File: src/rtl/uart_flow_regs.svh
`ifndef UART_FLOW_REGS_SVH
`define UART_FLOW_REGS_SVH

// Byte addresses of the APB registers.
`define A_RXD1          8'h00
`define A_RXD2          8'h04
`define A_RXD4          8'h08
`define A_IDENT         8'h0c
`define A_FIFO_CTRL     8'h10
`define A_IRQ_EN        8'h14
`define A_MODEM_CTRL    8'h18
`define A_AB_CTRL       8'h1c
`define A_AB_COUNT      8'h20
`define A_DIVISOR       8'h24
`define A_OCCUPANCY     8'h28

// Field positions.
`define FC_FIFO_EN      0
`define FC_TRAIL        4
`define FC_BUS32        5
`define FC_THR_LO       8
`define FC_THR_HI       13
`define IE_DMA          0
`define IE_RX_TIMEOUT_IRQ_ENABLE        1
`define IE_BAUD         2
`define MC_RTS          1
`define MC_AUTO         5
`define AB_ENABLE       0
`define AB_TABLE        1
`define AB_SIR          2
`define ID_TOD          4
`define ID_EOC          5
`define ID_BAUD         6

// Reset values.
`define RST_FIFO_CTRL   14'h0100
`define RST_DIVISOR     16'h0002

// Interrupt source codes, highest priority first.
`define IID_LINE        4'h6
`define IID_EOC         4'h8
`define IID_TOUT        4'hc
`define IID_DATA        4'h4
`define IID_BAUD        4'ha
`define IID_NONE        4'h1

// Receive FIFO geometry and counts.
`define FIFO_DEPTH      7'h40
`define TOUT_TICKS      10'h280
`define ROUND_HALF      17'h00008
`define TBL_FAST_MAX    16'h0020
`define TBL_CUT_64      16'h0038
`define TBL_CUT_96      16'h0050
`define TBL_CUT_192     16'h0090
`define TBL_CUT_768     16'h01e0
`define TBL_CUT_3072    16'h0780
`define DIV_19200       16'h0030
`define DIV_14400       16'h0040
`define DIV_9600        16'h0060
`define DIV_4800        16'h00c0
`define DIV_1200        16'h0300
`define DIV_300         16'h0c00

`endif

File: src/rtl/uart_flow_pkg.sv
package uart_flow_pkg;

	// Byte gatherer states, one-hot.
	typedef enum logic [2:0] {
		G_IDLE   = 3'b001,
		G_GATHER = 3'b010,
		G_DONE   = 3'b100
	} gather_state_type;

	typedef logic [10:0] rx_entry_type;

endpackage

File: src/rtl/uart_flow_dma.sv
// Local design decisions: register access over APB and the register offsets.
`timescale 1ns/100ps
`include "uart_flow_regs.svh"

module uart_flow_dma
	import uart_flow_pkg::*;
(
	input  wire logic        CLK_I,
	input  wire logic        RST_I,
	input  wire logic        PSEL_I,
	input  wire logic        PENABLE_I,
	input  wire logic        PWRITE_I,
	input  wire logic [7:0]  PADDR_I,
	input  wire logic [31:0] PWDATA_I,
	output logic             PREADY_O,
	output logic      [31:0] PRDATA_O,
	output logic             PSLVERR_O,
	input  wire logic        RX_VALID_I,
	input  wire logic [7:0]  RX_DATA_I,
	input  wire logic [2:0]  RX_ERR_I,
	input  wire logic        RX_START_I,
	input  wire logic        RX_LINE_I,
	input  wire logic        DMA_ACK_I,
	input  wire logic        DMA_CHAIN_END_I,
	output logic             DMA_RX_REQ_O,
	output logic      [6:0]  DMA_REQ_BYTES_O,
	output logic             DMA_DONE_O,
	output logic      [31:0] DMA_DATA_O,
	output logic      [2:0]  DMA_VALID_BYTES_O,
	output logic             DMA_EOR_O,
	input  wire logic        TX_REQ_I,
	input  wire logic        CTS_N_I,
	output logic             TX_GO_O,
	output logic             RTS_N_O,
	output logic      [15:0] DIV_O
);

	// Rounds a formula divisor to a common rate below the fast band.
	function automatic logic [15:0] table_div(input logic [15:0] f);
		if (f <= `TBL_FAST_MAX)      return f;
		else if (f < `TBL_CUT_64)    return `DIV_19200;
		else if (f < `TBL_CUT_96)    return `DIV_14400;
		else if (f < `TBL_CUT_192)   return `DIV_9600;
		else if (f < `TBL_CUT_768)   return `DIV_4800;
		else if (f < `TBL_CUT_3072)  return `DIV_1200;
		else                         return `DIV_300;
	endfunction

	logic [13:0]      fifo_control_reg;
	logic [2:0]       irq_enable_reg;
	logic [5:0]       modem_control_reg;
	logic [2:0]       autobaud_control_reg;
	logic [15:0]      autobaud_count_reg;
	logic [5:0]       wr_ptr_q, rd_ptr_q, rd_addr;
	logic [6:0]       count_q, err_cnt_q, thr;
	rx_entry_type     head;
	gather_state_type st_q;
	logic             owner_dma_q, apb_busy_q, eor_pend_q, eor_act_q;
	logic [6:0]       eor_left_q;
	logic [2:0]       need_q, got_q;
	logic [31:0]      word_q;
	logic [15:0]      tick_cnt_q, ab_cnt_q;
	logic [9:0]       tout_cnt_q;
	logic             tick, wr, pop, take, timeout, trail, bus32, dma_en;
	logic             full_flow, cts_flow, line_q, ab_meas_q, ab_done;
	logic             eoc_q, tod_q, lock_q, setup, wr_acc, rd_acc, data_rd;
	logic [16:0]      ab_sum;
	logic [15:0]      ab_div;

	assign trail     = fifo_control_reg[`FC_TRAIL];
	assign bus32     = fifo_control_reg[`FC_BUS32];
	assign dma_en    = irq_enable_reg[`IE_DMA] && fifo_control_reg[`FC_FIFO_EN];
	assign thr       = {1'b0, fifo_control_reg[`FC_THR_HI:`FC_THR_LO]};
	// Flow control needs the FIFOs; bit 5 enables it, bit 1 adds RTS.
	assign full_flow = modem_control_reg[`MC_AUTO] && modem_control_reg[`MC_RTS] && fifo_control_reg[`FC_FIFO_EN];
	assign cts_flow  = modem_control_reg[`MC_AUTO] && fifo_control_reg[`FC_FIFO_EN];
	assign setup     = PSEL_I && !PENABLE_I;
	assign wr_acc    = PSEL_I && PENABLE_I && PREADY_O && PWRITE_I;
	assign rd_acc    = PSEL_I && PENABLE_I && PREADY_O && !PWRITE_I;
	assign data_rd   = setup && !PWRITE_I && (PADDR_I == `A_RXD1 || PADDR_I == `A_RXD2 || PADDR_I == `A_RXD4);

	// Receive FIFO storage.
	assign wr      = RX_VALID_I && count_q != `FIFO_DEPTH;
	assign rd_addr = rd_ptr_q + {5'h00, pop};
	rx_entry_mem u_mem (
		.clk_i     (CLK_I),
		.wr_en_i   (wr),
		.wr_addr_i (wr_ptr_q),
		.wr_data_i ({RX_ERR_I, RX_DATA_I}),
		.rd_addr_i (rd_addr),
		.rd_data_o (head)
	);

	// Pops stop at an empty FIFO so over-reads never move the counters.
	assign take = st_q == G_GATHER && got_q < need_q && count_q != 7'h00 && !(owner_dma_q && eor_act_q && eor_left_q == 7'h00);
	assign pop  = take;

	// FIFO pointers, occupancy and number of errored entries.
	always_ff @(posedge CLK_I or posedge RST_I)
	begin
		if (RST_I)
		begin
			wr_ptr_q  <= 6'h00;
			rd_ptr_q  <= 6'h00;
			count_q   <= 7'h00;
			err_cnt_q <= 7'h00;
		end
		else
		begin
			wr_ptr_q  <= wr_ptr_q + {5'h00, wr};
			rd_ptr_q  <= rd_addr;
			count_q   <= count_q + {6'h00, wr} - {6'h00, pop};
			err_cnt_q <= err_cnt_q + {6'h00, wr && RX_ERR_I != 3'h0} - {6'h00, pop && head[10:8] != 3'h0};
		end
	end

	// Byte gatherer serving both the processor and the DMA controller.
	always_ff @(posedge CLK_I or posedge RST_I)
	begin
		if (RST_I)
		begin
			st_q        <= G_IDLE;
			owner_dma_q <= 1'b0;
			need_q      <= 3'h0;
			got_q       <= 3'h0;
			word_q      <= 32'h0000_0000;
		end
		else
		begin
			case (st_q)
				G_IDLE:
				begin
					got_q  <= 3'h0;
					word_q <= 32'h0000_0000;
					if (DMA_ACK_I && DMA_RX_REQ_O)
					begin
						st_q        <= G_GATHER;
						owner_dma_q <= 1'b1;
						need_q      <= bus32 ? 3'h4 : 3'h1;
					end
					else if (apb_busy_q)
					begin
						st_q        <= G_GATHER;
						owner_dma_q <= 1'b0;
						// The address picks one, two or four bytes in 32-bit mode.
						need_q      <= !bus32 ? 3'h1 : PADDR_I == `A_RXD4 ? 3'h4 : PADDR_I == `A_RXD2 ? 3'h2 : 3'h1;
					end
				end
				G_GATHER:
				begin
					if (take)
					begin
						// Byte i lands in lane i, so the latest sits highest.
						word_q[got_q[1:0]*8 +: 8] <= head[7:0];
						got_q <= got_q + 3'h1;
					end
					else
						st_q <= G_DONE;
				end
				G_DONE:
					st_q <= G_IDLE;
				default:
					st_q <= G_IDLE;
			endcase
		end
	end

	// APB handshake; data reads wait for the gatherer.
	always_ff @(posedge CLK_I or posedge RST_I)
	begin
		if (RST_I)
		begin
			PREADY_O   <= 1'b0;
			PSLVERR_O  <= 1'b0;
			PRDATA_O   <= 32'h0000_0000;
			apb_busy_q <= 1'b0;
		end
		else
		begin
			PREADY_O <= 1'b0;
			if (data_rd)
				apb_busy_q <= 1'b1;
			else if (setup)
			begin
				PREADY_O  <= 1'b1;
				PSLVERR_O <= 1'b0;
				case (PADDR_I)
					`A_IDENT:      PRDATA_O <= {25'h0, lock_q, eoc_q, tod_q, err_cnt_q != 7'h00 ? `IID_LINE
					               : eoc_q ? `IID_EOC : tod_q ? `IID_TOUT : count_q >= thr ? `IID_DATA
					               : lock_q ? `IID_BAUD : `IID_NONE};
					`A_FIFO_CTRL:  PRDATA_O <= {18'h0, fifo_control_reg};
					`A_IRQ_EN:     PRDATA_O <= {29'h0, irq_enable_reg};
					`A_MODEM_CTRL: PRDATA_O <= {26'h0, modem_control_reg};
					`A_AB_CTRL:    PRDATA_O <= {29'h0, autobaud_control_reg};
					`A_AB_COUNT:   PRDATA_O <= {16'h0, autobaud_count_reg};
					`A_DIVISOR:    PRDATA_O <= {16'h0, DIV_O};
					`A_OCCUPANCY:  PRDATA_O <= {17'h0, err_cnt_q, 1'b0, count_q};
					`A_RXD1, `A_RXD2, `A_RXD4: PRDATA_O <= 32'h0000_0000;
					default:
					begin
						PRDATA_O  <= 32'h0000_0000;
						PSLVERR_O <= 1'b1;
					end
				endcase
			end
			if (st_q == G_DONE && !owner_dma_q)
			begin
				PREADY_O   <= 1'b1;
				PSLVERR_O  <= 1'b0;
				PRDATA_O   <= word_q;
				apb_busy_q <= 1'b0;
			end
		end
	end

	// Software-written control registers; detection clears its own enable.
	always_ff @(posedge CLK_I or posedge RST_I)
	begin
		if (RST_I)
		begin
			fifo_control_reg     <= `RST_FIFO_CTRL;
			irq_enable_reg       <= 3'h0;
			modem_control_reg    <= 6'h00;
			autobaud_control_reg <= 3'h0;
		end
		else
		begin
			if (wr_acc && PADDR_I == `A_FIFO_CTRL)
				fifo_control_reg <= PWDATA_I[13:0];
			if (wr_acc && PADDR_I == `A_IRQ_EN)
				irq_enable_reg <= PWDATA_I[2:0];
			if (wr_acc && PADDR_I == `A_MODEM_CTRL)
				modem_control_reg <= PWDATA_I[5:0];
			if (wr_acc && PADDR_I == `A_AB_CTRL)
				autobaud_control_reg <= PWDATA_I[2:0];
			if (ab_done)
				autobaud_control_reg[`AB_ENABLE] <= 1'b0;
		end
	end

	// Formula divisor, then optional rounding to common rates.
	assign ab_sum = {1'b0, ab_cnt_q} + `ROUND_HALF;
	always_comb
	begin
		ab_div = ab_sum[16:4] == 13'h0000 ? 16'h0001 : {3'h0, ab_sum[16:4]};
		if (autobaud_control_reg[`AB_TABLE])
			ab_div = table_div(ab_div);
	end

	// Start-bit measurement; never armed in slow infrared mode.
	assign ab_done = ab_meas_q && RX_LINE_I && !autobaud_control_reg[`AB_SIR];
	always_ff @(posedge CLK_I or posedge RST_I)
	begin
		if (RST_I)
		begin
			line_q    <= 1'b1;
			ab_meas_q <= 1'b0;
			ab_cnt_q  <= 16'h0000;
		end
		else
		begin
			line_q <= RX_LINE_I;
			if (autobaud_control_reg[`AB_SIR] || !autobaud_control_reg[`AB_ENABLE] || ab_done)
				ab_meas_q <= 1'b0;
			else if (!ab_meas_q && line_q && !RX_LINE_I)
			begin
				ab_meas_q <= 1'b1;
				ab_cnt_q  <= 16'h0001;
			end
			else if (ab_meas_q && ab_cnt_q != 16'hffff)
				ab_cnt_q <= ab_cnt_q + 16'h0001;
		end
	end

	// Count register and divisor, loaded by hardware after detection.
	always_ff @(posedge CLK_I or posedge RST_I)
	begin
		if (RST_I)
		begin
			autobaud_count_reg <= 16'h0000;
			DIV_O              <= `RST_DIVISOR;
		end
		else if (ab_done)
		begin
			autobaud_count_reg <= ab_cnt_q;
			DIV_O              <= ab_div;
		end
		else if (wr_acc && PADDR_I == `A_DIVISOR)
			DIV_O <= PWDATA_I[15:0];
	end

	// Sixteen-times bit-rate enable and the character timeout counter.
	assign tick    = DIV_O != 16'h0000 && tick_cnt_q == DIV_O - 16'h0001;
	assign timeout = tout_cnt_q == `TOUT_TICKS && count_q != 7'h00;
	always_ff @(posedge CLK_I or posedge RST_I)
	begin
		if (RST_I)
		begin
			tick_cnt_q <= 16'h0000;
			tout_cnt_q <= 10'h000;
		end
		else
		begin
			tick_cnt_q <= tick || DIV_O == 16'h0000 ? 16'h0000 : tick_cnt_q + 16'h0001;
			if (wr || pop || RX_START_I || count_q == 7'h00)
				tout_cnt_q <= 10'h000;
			else if (tick && tout_cnt_q != `TOUT_TICKS)
				tout_cnt_q <= tout_cnt_q + 10'h001;
		end
	end

	// Trailing-byte and end-of-receive tracking.
	always_ff @(posedge CLK_I or posedge RST_I)
	begin
		if (RST_I)
		begin
			eor_pend_q <= 1'b0;
			eor_act_q  <= 1'b0;
			eor_left_q <= 7'h00;
		end
		else
		begin
			if (DMA_CHAIN_END_I || !trail || !dma_en)
			begin
				eor_pend_q <= 1'b0;
				eor_act_q  <= 1'b0;
			end
			else if (st_q == G_IDLE && DMA_ACK_I && DMA_RX_REQ_O && eor_pend_q && count_q < thr)
			begin
				// Freeze the byte count seen when the controller answers.
				eor_act_q  <= 1'b1;
				eor_left_q <= count_q;
			end
			else if (eor_act_q && pop)
				eor_left_q <= eor_left_q - 7'h01;
			else if (st_q == G_DONE && owner_dma_q && eor_act_q && eor_left_q == 7'h00)
			begin
				eor_act_q  <= 1'b0;
				eor_pend_q <= 1'b0;
			end
			else if (!eor_act_q && count_q >= thr)
				eor_pend_q <= 1'b0;
			else if (timeout && count_q < thr)
				eor_pend_q <= 1'b1;
		end
	end

	// DMA request and word delivery; errors hold the request off.
	always_ff @(posedge CLK_I or posedge RST_I)
	begin
		if (RST_I)
		begin
			DMA_RX_REQ_O      <= 1'b0;
			DMA_REQ_BYTES_O   <= 7'h00;
			DMA_DONE_O        <= 1'b0;
			DMA_DATA_O        <= 32'h0000_0000;
			DMA_VALID_BYTES_O <= 3'h0;
			DMA_EOR_O         <= 1'b0;
		end
		else
		begin
			DMA_RX_REQ_O    <= dma_en && err_cnt_q == 7'h00 && st_q == G_IDLE && !DMA_ACK_I && !apb_busy_q
			                   && (count_q >= thr || (eor_pend_q && count_q != 7'h00));
			DMA_REQ_BYTES_O <= count_q >= thr && !eor_act_q ? thr : eor_act_q ? eor_left_q : count_q;
			DMA_DONE_O      <= st_q == G_DONE && owner_dma_q;
			if (st_q == G_DONE && owner_dma_q)
			begin
				DMA_DATA_O        <= word_q;
				DMA_VALID_BYTES_O <= got_q;
				DMA_EOR_O         <= eor_act_q && eor_left_q == 7'h00;
			end
		end
	end

	// Sticky indications; a set in the same cycle as the clearing read wins.
	always_ff @(posedge CLK_I or posedge RST_I)
	begin
		if (RST_I)
		begin
			eoc_q  <= 1'b0;
			tod_q  <= 1'b0;
			lock_q <= 1'b0;
		end
		else
		begin
			if (!trail)
				eoc_q <= 1'b0;
			else if (DMA_CHAIN_END_I && (eor_pend_q || eor_act_q) && count_q != 7'h00)
				eoc_q <= 1'b1;
			else if (rd_acc && PADDR_I == `A_IDENT)
				eoc_q <= 1'b0;
			if (irq_enable_reg[`IE_RX_TIMEOUT_IRQ_ENABLE] && (timeout || (trail && DMA_CHAIN_END_I && (eor_pend_q || eor_act_q)
			    && count_q != 7'h00)))
				tod_q <= 1'b1;
			else if ((rd_acc && PADDR_I == `A_IDENT) || pop || RX_START_I)
				tod_q <= 1'b0;
			if (ab_done && irq_enable_reg[`IE_BAUD])
				lock_q <= 1'b1;
			else if (rd_acc && PADDR_I == `A_IDENT)
				lock_q <= 1'b0;
		end
	end

	// Modem handshake: RTS from FIFO level, one byte start per CTS check.
	always_ff @(posedge CLK_I or posedge RST_I)
	begin
		if (RST_I)
		begin
			RTS_N_O <= 1'b1;
			TX_GO_O <= 1'b0;
		end
		else
		begin
			RTS_N_O <= full_flow ? count_q >= thr : !modem_control_reg[`MC_RTS];
			TX_GO_O <= TX_REQ_I && !TX_GO_O && (!cts_flow || !CTS_N_I);
		end
	end

	chk_rts_level: assert property (@(posedge CLK_I) disable iff (RST_I)
		full_flow && count_q >= thr |=> RTS_N_O) else $error("RTS not released at threshold");
	chk_cts_hold: assert property (@(posedge CLK_I) disable iff (RST_I)
		cts_flow && CTS_N_I |=> !TX_GO_O) else $error("Byte started while CTS high");
	chk_err_blocks: assert property (@(posedge CLK_I) disable iff (RST_I)
		err_cnt_q != 7'h00 |=> !DMA_RX_REQ_O) else $error("DMA request with errored entries");
	chk_req_resume: assert property (@(posedge CLK_I) disable iff (RST_I)
		dma_en && err_cnt_q == 7'h00 && count_q >= thr && st_q == G_IDLE && !DMA_ACK_I && !apb_busy_q
		|=> DMA_RX_REQ_O) else $error("DMA request did not resume");
	chk_no_eoc: assert property (@(posedge CLK_I) disable iff (RST_I)
		!trail |=> !eoc_q) else $error("EOC without trailing mode");
	chk_eor_cancel: assert property (@(posedge CLK_I) disable iff (RST_I)
		!eor_act_q && count_q >= thr && trail && dma_en && !DMA_CHAIN_END_I |=> !eor_pend_q)
		else $error("END_OF_RECEIVE_FLAG kept after threshold");
	chk_abe_clear: assert property (@(posedge CLK_I) disable iff (RST_I)
		ab_done |=> !autobaud_control_reg[`AB_ENABLE] && autobaud_count_reg == $past(ab_cnt_q))
		else $error("Detection did not store count or clear enable");
	chk_div_min: assert property (@(posedge CLK_I) disable iff (RST_I)
		ab_done |=> DIV_O != 16'h0000) else $error("Loaded divisor is zero");
	chk_sir_idle: assert property (@(posedge CLK_I) disable iff (RST_I)
		autobaud_control_reg[`AB_SIR] |=> !ab_meas_q) else $error("Measuring in infrared mode");
	chk_no_overpop: assert property (@(posedge CLK_I) disable iff (RST_I)
		pop |-> count_q != 7'h00) else $error("Pop from empty FIFO");
	chk_bus8_lane: assert property (@(posedge CLK_I) disable iff (RST_I)
		!bus32 && st_q == G_DONE && !owner_dma_q |=> PRDATA_O[31:8] == 24'h000000)
		else $error("Upper lanes used in 8-bit mode");

	cov_eoc: cover property (@(posedge CLK_I) disable iff (RST_I) $rose(eoc_q));
	cov_eor: cover property (@(posedge CLK_I) disable iff (RST_I) DMA_DONE_O && DMA_EOR_O);
	cov_baud: cover property (@(posedge CLK_I) disable iff (RST_I) ab_done);

endmodule // uart_flow_dma

File: src/rtl/rx_entry_mem.sv
`timescale 1ns/100ps
`include "uart_flow_regs.svh"

module rx_entry_mem
	import uart_flow_pkg::*;
(
	input  wire logic         clk_i,
	input  wire logic         wr_en_i,
	input  wire logic [5:0]   wr_addr_i,
	input  wire rx_entry_type wr_data_i,
	input  wire logic [5:0]   rd_addr_i,
	output rx_entry_type      rd_data_o
);

	rx_entry_type mem_q [0:63];

	// Store one received entry per cycle.
	always_ff @(posedge clk_i)
	begin
		if (wr_en_i)
			mem_q[wr_addr_i] <= wr_data_i;
	end

	// Registered read; a write to the addressed slot is forwarded.
	always_ff @(posedge clk_i)
	begin
		if (wr_en_i && wr_addr_i == rd_addr_i)
			rd_data_o <= wr_data_i;
		else
			rd_data_o <= mem_q[rd_addr_i];
	end

endmodule // rx_entry_mem

File: config.mk
export PLATFORM = sky130hd
export DESIGN_NAME = uart_flow_dma
export DESIGN_NICKNAME = d
export VERILOG_FILES = /design/src/rtl/uart_flow_pkg.sv /design/src/rtl/uart_flow_dma.sv /design/src/rtl/rx_entry_mem.sv
export VERILOG_INCLUDE_DIRS = /design/src /design/src/rtl
export SDC_FILE = /design/constraint.sdc
export NUM_CORES = 1
export LEC_CHECK = 0
export CORE_ASPECT_RATIO = 0.8
export CORE_MARGIN = 3
export CORE_UTILIZATION = 50
export DETAILED_ROUTE_END_ITERATION = 10
export DONT_BUFFER_PORTS = 1
export PLACE_DENSITY = 0.68
export SYNTH_ARGS = -nofsm -noshare
export SYNTH_HDL_FRONTEND = slang
export SYNTH_SLANG_ARGS = --single-unit
File: constraint.sdc
create_clock -name CLK_I -period 17.2 [get_ports CLK_I]
set_input_delay 0.86 -clock CLK_I [delete_from_list [all_inputs] [get_ports CLK_I]]
set_output_delay 0.86 -clock CLK_I [all_outputs]
set_load 0.02 [all_outputs]
==> results_dict.tcl <==
set metrics [dict create \
    remaining_drc_errors 0 \
    max_flop_register "u_mem.mem_q" \
    vias 22780 \
    synth_commonest_cells "704 x edfxtp_1, 259 x dfrtp_1, 176 x nand2_1" \
    synthFlopType "edfxtp_1" \
    yosys.area.top_type_share_pct 52.70 \
    utilization_pct 55.85 \
    status "completed" \
    power_mw 5.987 \
    final_area_mm2 0.04417 \
    syn_avg_cell_area_um2 15.81 \
    setup_tns_ps 0 \
    portBuffers 0 \
    worst_slew_pin_slew_ps 1312 \
    grt_max_degree 136 \
    first_global_vias 22720 \
    setup_violations 0 \
    fin_cells 3640 \
    synth_fp_nets 2646 \
    synth_cells 2538 \
    swShare_pct 27.87 \
    power.internal_mw 4.318 \
    largest_reg_flops 704 \
    rows 92 \
    antenna_found_initial 1 \
    relSlewSlack_pct 12.21 \
    die_x_um 322.7 \
    wire_per_inst_um 26.27 \
    synthDistinctLibCells 84 \
    path_cells "buf_4, buf_4, a211oi_1, a21oi_1, a21oi_1, a22o_1, ha_1, inv_1, ha_1, inv_1, fa_1, inv_1, a21oi_1, nor2_1, o21ai_0, a21oi_1, nor2_1, xnor2_1" \
    numCtsBuffers 93 \
    crit_type "register to register" \
    drv_cap 0 \
    post-cts-setup-buffers 0 \
    coreArea_mm2 0.07908 \
    required_ps 17750 \
    peakVddDrop_v 0.0001003 \
    crit_arrival_ps 5780 \
    cts_tree "yes" \
    syn_area_mm2 0.04012 \
    dieArea_mm2 0.08369 \
    antenna_cells 0 \
    hold_class "primary input to register" \
    synth_area_leaders "edfxtp_1 53%, dfrtp_1 16%, mux4_2 9.0%" \
    slew_violations 0 \
    placed_area_mm2 0.04107 \
    crit_path_start_kind "register" \
    cts_max_level 3 \
    finalHoldViolations 0 \
    power.leakage_nw 15.50 \
    cp_common_cell "a21oi_1" \
    layout-drive-gt1-share_pct 17.11 \
    grt_pass1_wl_um 144700 \
    clk_latency_ps 680 \
    p_clk_share_pct 34.5 \
    switchingPower_mw 1.668 \
    gp_congestion 0.9007 \
    yosysMostFrequentCell "edfxtp_1" \
    clk_pin_slew_ps 70 \
    seqPwrFrac_pct 47.7 \
    holdWs_ps 240.6 \
    clock_sink_count 974 \
    area_delta_synth_final_pct 10.10 \
    io_pins 160 \
    cts_buffer_depth 3 \
    dp.cells 3467 \
    cpPeakStageDelay_ps 820 \
    yosysSeqAreaShare_pct 69.48 \
    vias_per_cell 6.257 \
    worst_slack_ps 11970 \
    p_comb_share_pct 17.8 \
    grt_use_total_pct 23.06 \
    fill_cells 5925 \
    cp_max_fo 43 \
    drtAntennaViolNets 0 \
    cts_resized 0 \
    skew_ps 63.79 \
    grt_overflow 0 \
    finalCritPeriodShare_pct 30.39 \
    nets 2636 \
    timing.final.crit_period_ps 5227 \
    dieHeight_um 259.4 \
    dp_hpwl_um 60630 \
    cp_slowest_cell "dfxtp_4" \
    fmax_ghz 0.1913 \
    dr.first_iter.drc_count 2678 \
    dr.pass1.iters 8 \
    synth.largest_area_cell "edfxtp_1" \
    async_reset_ff_share_pct 27.10 \
    post-place-ws_ps 11830 \
    endpoint_kind "register" \
    wirelength_um 95620 \
    yosys_warnings 0 \
    min_path_cells 0 \
    rsz0062_at_grt "no" \
    reg2reg_depth 18 \
    synth_edf_count 704 \
    synth-seq-cells 974 \
    hold_buffers 0 \
    pwr_density_cell_mw_per_mm2 135.5 \
    initial_utilization_pct 50.73 \
    root_buffer "clkbuf_16" \
]
## path summary, 6_finish.rpt
kind                                            start                        to  slack, ps
worst max register to register               register    err_cnt_q[6]$_DFF_PP0_      11970
worst min register to register  rd_ptr_q[5]$_DFF_PP0_     rd_ptr_q[5]$_DFF_PP0_        490
worst max-delay path                         register    err_cnt_q[6]$_DFF_PP0_      11970
min in group asynchronous                       RST_I   tick_cnt_q[4]$_DFF_PP0_        270
max in group asynchronous                       RST_I  ab_cnt_q[10]$_DFFE_PP0P_      15470
worst min-delay path                        RX_LINE_I          line_q$_DFF_PP1_        240
## final cells by class
type | instances | area, µm² | area share, %
timing repair buffer | 22 | 177.7 | 0.4023
multi-input combinational | 1349 | 11380 | 25.77
clock inverter | 53 | 613.1 | 1.388
inverter | 88 | 337.8 | 0.7649
sequential | 974 | 27880 | 63.13
clock buffer | 120 | 2479 | 5.612
tap | 1034 | 1294 | 2.929
## layer usage
layer,wire (µm),global-route usage (%),vias to the layer above,part of all wire [%]
met5,12,0,-,0.013
met2,45080,35.80,971,47
li1,-,-,9827,-
met3,7767,4.583,187,8.1
met1,39480,32.82,11790,41
met4,3283,8.162,2,3.4
## placed cells by master (no fill, tap or decap), drive strengths merged, types with 19 or more instances in the layout
| cell type | instances |
|---|---|
| ha | 43 |
| nand3 | 60 |
| o21ai | 67 |
| a211oi | 19 |
| clkbuf | 120 |
| inv | 88 |
| nor4 | 33 |
| a222oi | 46 |
| mux2i | 23 |
| edfxtp | 704 |
| nor2 | 174 |
| xnor2 | 45 |
| or3 | 21 |
| a21oi | 88 |
| mux2 | 83 |
| buf | 22 |
| clkinv | 40 |
| dfrtp | 259 |
| nor3 | 53 |
| nand2 | 176 |
| mux4 | 161 |
| xor2 | 33 |
## kinds of logic (layout without fill, tap and decap cells)
logic type / after synthesis / count (layout) / synth area share (%)
flip-flops: 974 / 974 / 69.48
XOR/XNOR: 78 / 78 / 1.703
buffers and inverters: 215 / 283 / 2.221
AO/OA/AOI/OAI: 322 / 322 / 5.499
multiplexers: 267 / 267 / 11.94
AND/OR/NAND/NOR: 637 / 637 / 7.713
adder cells (fa/ha/maj): 45 / 45 / 1.441
## power by group through the flow
stage / Sequential (mW) / Clock, mW / Combinational [mW]
after global routing: 2.87 / 2.19 / 1.15
after floorplan: 2.80 / 0 / 0.829
after CTS: 2.86 / 2.09 / 1.07
final: 2.85 / 2.07 / 1.07
after detailed placement: 2.90 / 0 / 1.06
after global placement: 2.90 / 0 / 1.04
## worst max-delay path, delay by kind of cell, from the launching register on
family,cells,cell delay (ps)
adders and majority gates,3,850
AOI/OAI and AO/OA,7,1390
and+or+nand+nor,2,190
xor gates and xnor gates,1,110
DFF,1,820
buffers and inverters,5,1680
Power figures use the tool's default switching activity.
